File: config.mk
export PLATFORM = sky130hd
export DESIGN_NAME = ipc_ctrl
export DESIGN_NICKNAME = d
export VERILOG_FILES = /design/src/ipc_pkg.sv /design/src/ipc_ctrl.sv
export VERILOG_INCLUDE_DIRS = /design/src /design/src/src
export SDC_FILE = /design/constraint.sdc
export NUM_CORES = 1
export LEC_CHECK = 0
export ABC_AREA = 1
export BUFFER_PORTS_ARGS = -buffer_cell sky130_fd_sc_hd__buf_4
export CAP_MARGIN = 20
export CORE_UTILIZATION = 50
export DETAILED_ROUTE_END_ITERATION = 8
export GPL_TIMING_DRIVEN = 0
export PLACE_DENSITY = 0.77
export SLEW_MARGIN = 30
export SYNTH_ARGS = -nofsm -noshare
export SYNTH_HDL_FRONTEND = slang
export SYNTH_SLANG_ARGS = --single-unit
File: constraint.sdc
create_clock -name pclk -period 10.8 [get_ports pclk]
set_input_delay 1.08 -clock pclk [delete_from_list [all_inputs] [get_ports pclk]]
set_output_delay 1.08 -clock pclk [all_outputs]
set_load 0.005 [all_outputs]
File: src/ipc_map.svh
// register offsets, field positions, reset values and timing counts
// assumes: included by the interrupt priority controller sources
`ifndef IPC_MAP_SVH
`define IPC_MAP_SVH
`define IPC_OFS_PAIR01      12'h000
`define IPC_OFS_PAIR2TO5    12'h004
`define IPC_OFS_PAIR6       12'h008
`define IPC_OFS_PEND_STATUS 12'h00C
`define IPC_OFS_CONTROL     12'h010
`define IPC_OFS_FLAGS       12'h014
`define IPC_OFS_ENABLES     12'h018
`define IPC_OFS_CPU_LEVEL   12'h01C
`define IPC_OFS_EVT_STATUS  12'h020
`define IPC_OFS_EVT_MASK    12'h024
`define IPC_LEVEL_RESET     3'h4
`define IPC_NEST_OFF_BIT    15
`define IPC_TMASK_CYCLES    16'h0010
`define IPC_VEC_BASE        8'h08
`endif

File: src/ipc_pkg.sv
// types shared by the interrupt priority controller
// assumes: nothing beyond the map header
package ipc_pkg;
  typedef logic [2:0] ipc_level_t;
  typedef logic [3:0] ipc_cpu_level_t;
  typedef enum logic [1:0] {
    IPC_IDLE   = 2'b00,
    IPC_ACTIVE = 2'b01
  } ipc_state_t;
endpackage

File: src/ipc_ctrl.sv
// interrupt priority controller: seven adc pair sources, traps, apb regs
// assumes: single clock pclk, async active-low presetn, apb master outside
`timescale 1ns/1ps
`include "ipc_map.svh"
module ipc_ctrl #(
  parameter int                 NSRC       = 7,
  parameter logic [15:0]        TMASK_COUNT = `IPC_TMASK_CYCLES
) (
  input  wire logic             pclk,
  input  wire logic             presetn,
  input  wire logic             psel,
  input  wire logic             penable,
  input  wire logic             pwrite,
  input  wire logic [11:0]      paddr,
  input  wire logic [31:0]      pwdata,
  output logic      [31:0]      prdata,
  output logic                  pready,
  output logic                  pslverr,
  input  wire logic [NSRC-1:0]  src_event,
  input  wire logic             trap_event,
  input  wire logic             irq_ack,
  input  wire logic             handler_return,
  input  wire logic             timed_mask_start,
  output logic                  irq_req,
  output logic      [6:0]       irq_vector,
  output ipc_pkg::ipc_cpu_level_t irq_level,
  output ipc_pkg::ipc_cpu_level_t cpu_level,
  output logic                  irq_out
);
  import ipc_pkg::*;

  // ==========================================================
  // apb decode
  // ==========================================================
  wire acc     = psel && penable;
  wire wr      = acc && pwrite;
  wire rd      = acc && !pwrite;
  wire setup   = psel && !penable;
  wire hit_p01 = paddr == `IPC_OFS_PAIR01;
  wire hit_p25 = paddr == `IPC_OFS_PAIR2TO5;
  wire hit_p6  = paddr == `IPC_OFS_PAIR6;
  wire hit_pvs = paddr == `IPC_OFS_PEND_STATUS;
  wire hit_ctl = paddr == `IPC_OFS_CONTROL;
  wire hit_flg = paddr == `IPC_OFS_FLAGS;
  wire hit_ena = paddr == `IPC_OFS_ENABLES;
  wire hit_lvl = paddr == `IPC_OFS_CPU_LEVEL;
  wire hit_evs = paddr == `IPC_OFS_EVT_STATUS;
  wire hit_evm = paddr == `IPC_OFS_EVT_MASK;
  wire mapped  = hit_p01 | hit_p25 | hit_p6 | hit_pvs | hit_ctl |
                 hit_flg | hit_ena | hit_lvl | hit_evs | hit_evm;

  // ==========================================================
  // state
  // ==========================================================
  ipc_level_t      lvl_q [NSRC];
  logic [NSRC-1:0] flag_q;
  logic [NSRC-1:0] ena_q;
  logic            nest_off_q;
  logic            trap_flag_q;
  ipc_cpu_level_t  cpu_q;
  ipc_cpu_level_t  saved_q;
  logic            in_handler_q;
  logic [15:0]     tmask_q;
  logic [1:0]      evs_q;
  logic [1:0]      evm_q;
  ipc_state_t      state_q;
  logic            irq_req_q;

  // ==========================================================
  // source priority fields
  // ==========================================================
  // field position of source i within its register
  function automatic int fpos(input int i);
    case (i)
      0: fpos = 8;
      1: fpos = 12;
      2: fpos = 0;
      3: fpos = 4;
      4: fpos = 8;
      5: fpos = 12;
      default: fpos = 0;
    endcase
  endfunction

  genvar gi;
  generate
    for (gi = 0; gi < NSRC; gi++) begin : g_src
      localparam int P = fpos(gi);
      wire sel = (gi < 2) ? hit_p01 : (gi < 6) ? hit_p25 : hit_p6;
      always_ff @(posedge pclk or negedge presetn) begin
        if (!presetn) begin
          lvl_q[gi] <= `IPC_LEVEL_RESET;
        end else if (wr && sel) begin
          lvl_q[gi] <= pwdata[P+:3];
        end
      end
    end
  endgenerate

  // ==========================================================
  // arbitration
  // ==========================================================
  // masking threshold: cpu level, raised to 6 during timed mask
  wire tmask_on = tmask_q != 16'h0000;
  wire [3:0] thr = (tmask_on && cpu_q < 4'h6) ? 4'h6 : cpu_q;
  wire [3:0] thr_n = (nest_off_q && in_handler_q) ? 4'h7 : thr;

  logic [2:0] best_lvl;
  logic [6:0] best_idx;
  always_comb begin
    best_lvl = 3'h0;
    best_idx = 7'h00;
    // lower index scanned last and taken if equal or higher: ties keep lower
    for (int i = NSRC - 1; i >= 0; i--) begin
      if (flag_q[i] && ena_q[i] && lvl_q[i] != 3'h0 &&
          lvl_q[i] >= best_lvl && {1'b0, lvl_q[i]} > thr_n) begin
        best_lvl = lvl_q[i];
        best_idx = 7'(i + 1);
      end
    end
  end
  wire user_pend = best_lvl != 3'h0;
  wire trap_pend = trap_flag_q && cpu_q != 4'hF;
  wire [3:0] win_lvl = trap_pend ? 4'hF : {1'b0, best_lvl};
  wire [6:0] win_vec = trap_pend ? 7'h00 : best_idx;
  wire any_pend = trap_pend || user_pend;
  // an ack only counts while an offer stands, so a late ack after the
  // source was cleared cannot stack a stale level
  wire take = any_pend && irq_ack && irq_req_q;

  // ==========================================================
  // flags, enables, control
  // ==========================================================
  always_ff @(posedge pclk or negedge presetn) begin
    if (!presetn) begin
      flag_q <= '0;
      ena_q  <= '0;
    end else begin
      // event set wins over software clear; flag stays until cleared
      flag_q <= ((wr && hit_flg) ? pwdata[NSRC-1:0] : flag_q) | src_event;
      if (wr && hit_ena) ena_q <= pwdata[NSRC-1:0];
    end
  end

  always_ff @(posedge pclk or negedge presetn) begin
    if (!presetn) begin
      nest_off_q  <= 1'b0;
      trap_flag_q <= 1'b0;
    end else begin
      if (wr && hit_ctl) nest_off_q <= pwdata[`IPC_NEST_OFF_BIT];
      // trap flag sticky; only a write of zero clears it
      trap_flag_q <= ((wr && hit_ctl) ? pwdata[0] : trap_flag_q) |
                     trap_event;
    end
  end

  always_ff @(posedge pclk or negedge presetn) begin
    if (!presetn) begin
      tmask_q <= 16'h0000;
    end else if (timed_mask_start) begin
      tmask_q <= TMASK_COUNT;
    end else if (tmask_on) begin
      tmask_q <= tmask_q - 16'h0001;
    end
  end

  // ==========================================================
  // cpu level, entry and return
  // ==========================================================
  always_ff @(posedge pclk or negedge presetn) begin
    if (!presetn) begin
      cpu_q        <= 4'h0;
      saved_q      <= 4'h0;
      in_handler_q <= 1'b0;
      state_q      <= IPC_IDLE;
    end else if (take) begin
      saved_q      <= cpu_q;
      cpu_q        <= win_lvl;
      in_handler_q <= 1'b1;
      state_q      <= IPC_ACTIVE;
    end else if (handler_return) begin
      cpu_q        <= saved_q;
      in_handler_q <= 1'b0;
      state_q      <= IPC_IDLE;
    end else if (wr && hit_lvl) begin
      cpu_q <= pwdata[3:0];
    end
  end

  // ==========================================================
  // request outputs and event interrupt
  // ==========================================================
  logic [6:0] vec_q;
  logic [3:0] new_lvl_q;
  always_ff @(posedge pclk or negedge presetn) begin
    if (!presetn) begin
      irq_req_q <= 1'b0;
      vec_q     <= 7'h00;
      new_lvl_q <= 4'h0;
    end else begin
      irq_req_q <= any_pend && !take;
      vec_q     <= win_vec;
      new_lvl_q <= win_lvl;
    end
  end
  assign irq_req    = irq_req_q;
  assign irq_vector = vec_q;
  assign irq_level  = new_lvl_q;
  assign cpu_level  = cpu_q;

  // event 0: entry taken, event 1: trap raised
  wire [1:0] ev_set = {trap_event, take};
  always_ff @(posedge pclk or negedge presetn) begin
    if (!presetn) begin
      evs_q   <= 2'b00;
      evm_q   <= 2'b00;
      irq_out <= 1'b0;
    end else begin
      evs_q   <= ((rd && hit_evs) ? 2'b00 : evs_q) | ev_set;
      if (wr && hit_evm) evm_q <= pwdata[1:0];
      irq_out <= |(((rd && hit_evs) ? 2'b00 : evs_q) & evm_q) |
                 |(ev_set & evm_q);
    end
  end

  // ==========================================================
  // read mux
  // ==========================================================
  wire [31:0] r01 = {17'h0, lvl_q[1], 1'b0, lvl_q[0], 8'h00};
  wire [31:0] r25 = {17'h0, lvl_q[5], 1'b0, lvl_q[4], 1'b0,
                     lvl_q[3], 1'b0, lvl_q[2]};
  wire [31:0] r6  = {29'h0, lvl_q[6]};
  wire [31:0] rpv = {20'h0, new_lvl_q, 1'b0, vec_q};
  wire [31:0] rd_mux =
      hit_p01 ? r01 : hit_p25 ? r25 : hit_p6 ? r6 : hit_pvs ? rpv :
      hit_ctl ? {16'h0, nest_off_q, 14'h0, trap_flag_q} :
      hit_flg ? {25'h0, flag_q} : hit_ena ? {25'h0, ena_q} :
      hit_lvl ? {28'h0, cpu_q} : hit_evs ? {30'h0, evs_q} :
      hit_evm ? {30'h0, evm_q} : 32'h0;

  always_ff @(posedge pclk or negedge presetn) begin
    if (!presetn) begin
      prdata  <= 32'h0;
      pready  <= 1'b0;
      pslverr <= 1'b0;
    end else begin
      pready  <= setup;
      pslverr <= setup && !mapped;
      prdata  <= (setup && !pwrite) ? rd_mux : 32'h0;
    end
  end
endmodule // ipc_ctrl

==> impl_results.md <==
* Fin crit share at slightly above 90%
* Max-cap violations at 0
* RR Startpoint: tmask_q[5]
* Largest net degree at the start of global routing at just over 90
* Vias post-DR at 5467
* Syn Area/Cell at around 7.9 µm²
* CP max-delay cell: o21ai_2
* Setup Viol. Count Final at 0
* Critical path required time at approximately 11 ns
* CTS sink cnt at 92
* WL final at 15600 µm
* Clk buf depth at 2
* Endpoints failing hold at 0
* Cell Area, Placed at 0.006579 mm²
* FILL cells at slightly below 1000
* Nets@finish at approximately 940
* Post-synthesis sequential area ratio at approximately two fifths
* Slew margin rel. at 44.40%
* R2r worst-path depth at 64
* Die area at around 0.012 mm²
* DR pass1 iterations at 6
* Worst path max stage delay at roughly 0.43 ns
* GPL Wtd Cong at a little under 1
* Input/output buffers at 70
* Setup_tns at 0 ns
* Starting DRT DRC Count at 461
* Crit path launch: tmask_q[5]
* Max-slew violations at 0
* Final min period at ~10 ns
* Critical Path End Type: flip-flop
* Residual DRC at 0
* Hold Crit Class: reg -> reg
* DP HPWL at between 10000 and 15000 µm
* Synth cell types at 44
* Worst-Skew Late Latency at 0.36 ns
* Asr flop ratio synth at 100.0%
* CTS tree: done
* Top_reg_cell synth: dfrtp_1
* Syn Std Cell Area at 0.005789 mm²
* Number of diodes at 0
* Synth Register Bits at 92
* Cell Count, Final, Fillers Out at 989
* First-pass GRT wire length at 25650 µm
* Clk_skew at 0.009067 ns
* Layout Utilization at 62.68%
* Die Y at 109.6 µm
* CP max FO at 10
* Area grow syn2layout at 19.95%
* Chip width at 109.6 µm
* Post-synth EDFFs at 0
* Peak VDD IR at between 0.1 and 0.15 mV
* Yosys warnings at 0
* Post-route cell area at between 0.006 and 0.007 mm²
* Hold buffers post-CTS at 0
* Layout cell share with drive strength beyond 1 at approximately 18%
* Placed Instances at 967
* Io pins at 111
* Leak at ~3.5 nW
* HP Start: tmask_q[7]
* Depth of the CTS H-tree at 3
* Hold Path Stages at 1
* Gate count after technology mapping at ~740
* Clk pin slew, worst setup/hold paths at 0.07 ns
* Core Area at 0.01108 mm²
* Wire length per cell at 15.77 µm
* CTS Buf Count at 9
* Vias per inst at 5.528
* Hold slack at approximately 0.50 ns
* F_max at 0.09989 GHz
* Row cnt at 38
* CP dominant cell by count: nand2_1
* Outcome: finished, final reports clean
* Total Routing Usage GR at 28.30%
* Sequential Area at about 0.0023 mm²
* Area occupied by multi-input gates at ~0.0029 mm²
* Initial Utilization at roughly 52%
* CP startpoint kind: flip-flop
* Power Density at 158.3 mW/mm²
* Root Driver: clkbuf_16
* Vias in the first global route at between 5000 and 6000
* Total grt overflow at 0
* Critical path arrival at 10.26 ns
* Post-route antenna net violation count at 0
* Worst slew pin tran at roughly 0.83 ns
* Antenna violations before repair at 0
* Path type of the worst setup path: reg -> reg
[path summary, 6_finish.rpt]
kind / end / slack, ns
setup / recovery: cpu_level[3] / 0.79
hold / removal: tmask_q[7] / 0.50
setup reg to reg: cpu_level[3] / 0.79
hold reg to reg: tmask_q[7] / 0.50
max in group asynchronous: tmask_q[7] / 9.43
min in group asynchronous: flag_q[0] / 0.78
[critical path, delay by kind of cell (launching register included)]
family,cells,cell delay [ns]
DFF,1,0.42
buffers and inverters,7,0.63
and+or+nand+nor,40,4.68
AOI/OAI and AO/OA,10,2.04
adders and majority gates,7,2.13
[state kept, by name, indices dropped and copies added, names as in the netlist]
| register | cells |
|---|---|
| irq_req | 1 |
| in_handler_q | 1 |
| saved_q | 4 |
| prdata | 15 |
| pready | 1 |
| irq_vector | 3 |
| nest_off_q | 1 |
| pslverr | 1 |
| cpu_level | 4 |
| tmask_q | 16 |
| trap_flag_q | 1 |
| irq_level | 4 |
| evm_q | 2 |
| irq_out | 1 |
| flag_q | 7 |
| ena_q | 7 |
| evs_q | 2 |
| lvl_q | 21 |
[report_power, final]
group | switching [W] | leakage [nW] | total, W | internal (W)
Combinational | 0.000204 | 2.20 | 0.000347 | 0.000143
Sequential | 0.0000418 | 1.15 | 0.000425 | 0.000383
Clock | 0.000145 | 0.147 | 0.000326 | 0.000181
Total | 0.000391 | 3.50 | 0.00110 | 0.000708
[layer usage]
layer	up-vias	global-route usage, %	wire, µm	part of all wire (%)
li1	2628	-	-	-
met1	2592	35.13	6466	41
met2	212	48.65	7656	49
met3	35	4.446	1020	6.5
met4	0	12.48	454	2.9
met5	-	0	0	0
[area by class of cell]
class	count	share of cell area, %
buffer	30	2.865
clock inverter	7	1.063
timing repair buffer	76	8.270
inverter	119	6.432
sequential	92	33.28
tap	140	2.523
clock buffer	9	3.243
multi-input combinational	516	42.32
[layout by cell type (no fill, tap or decap), types with 5 or more instances in the layout]
| cell | n |
|---|---|
| o31ai_1 | 5 |
| dfstp_2 | 7 |
| nor3_1 | 20 |
| buf_4 | 96 |
| inv_1 | 117 |
| nand2_4 | 6 |
| nand3_2 | 5 |
| nand4_1 | 9 |
| xor2_1 | 5 |
| clkbuf_16 | 9 |
| o211ai_1 | 19 |
| nand2_2 | 10 |
| clkbuf_1 | 8 |
| dfrtp_1 | 85 |
| a211o_1 | 7 |
| ha_1 | 38 |
| o21ai_1 | 6 |
| conb_1 | 21 |
| a211oi_1 | 5 |
| nand3_1 | 42 |
| a21oi_1 | 25 |
| nand2_1 | 151 |
| o21ai_0 | 50 |
| nor2_1 | 53 |
[cell families (layout without fill, tap and decap cells)]
| logic type | count (synthesis) | count (layout) | share of synthesized area, % |
|---|---|---|---|
| and+or+nand+nor | 312 | 312 | 24.85 |
| buffers and inverters | 149 | 241 | 11.15 |
| AOI/OAI and AO/OA | 139 | 139 | 14.85 |
| DFF | 92 | 92 | 39.92 |
| adders and majority gates | 38 | 38 | 8.213 |
| xor gates and xnor gates | 5 | 5 | 0.7564 |
| other | 1 | 21 | 0.06477 |
| muxes | 1 | 1 | 0.1945 |
[synth_stat cells (10+ instances only)]
cell type  count  area, µm²
nand3_1       43      215.2
o211ai_1      19      142.6
o21ai_0       52      260.3
a21oi_1       25      125.1
ha_1          38      475.5
dfrtp_1       85       2127
nand2_1      151      566.8
nor2_1        53      198.9
inv_1        117      439.2
nand2_2       10      62.56
nor3_1        22      110.1
buf_4         21      157.7
[metrics by stage]
step,total power [W],setup WS [ns]
global placement,0.0007243,0.7187
detailed placement,0.0007472,0.7015
finish,0.001099,0.7889
CTS,0.001074,0.6175
global route,0.001165,-0.01114
floorplan,0.0006280,2.152
[repair_timing]
action                                  4_1_cts  5_1_grt
endpoints found under the setup margin        0       12
gates resized for setup                       0        5
setup buffers                                 0        6
hold endpoints to repair                      0        0
(Power assumes the default switching activity.)
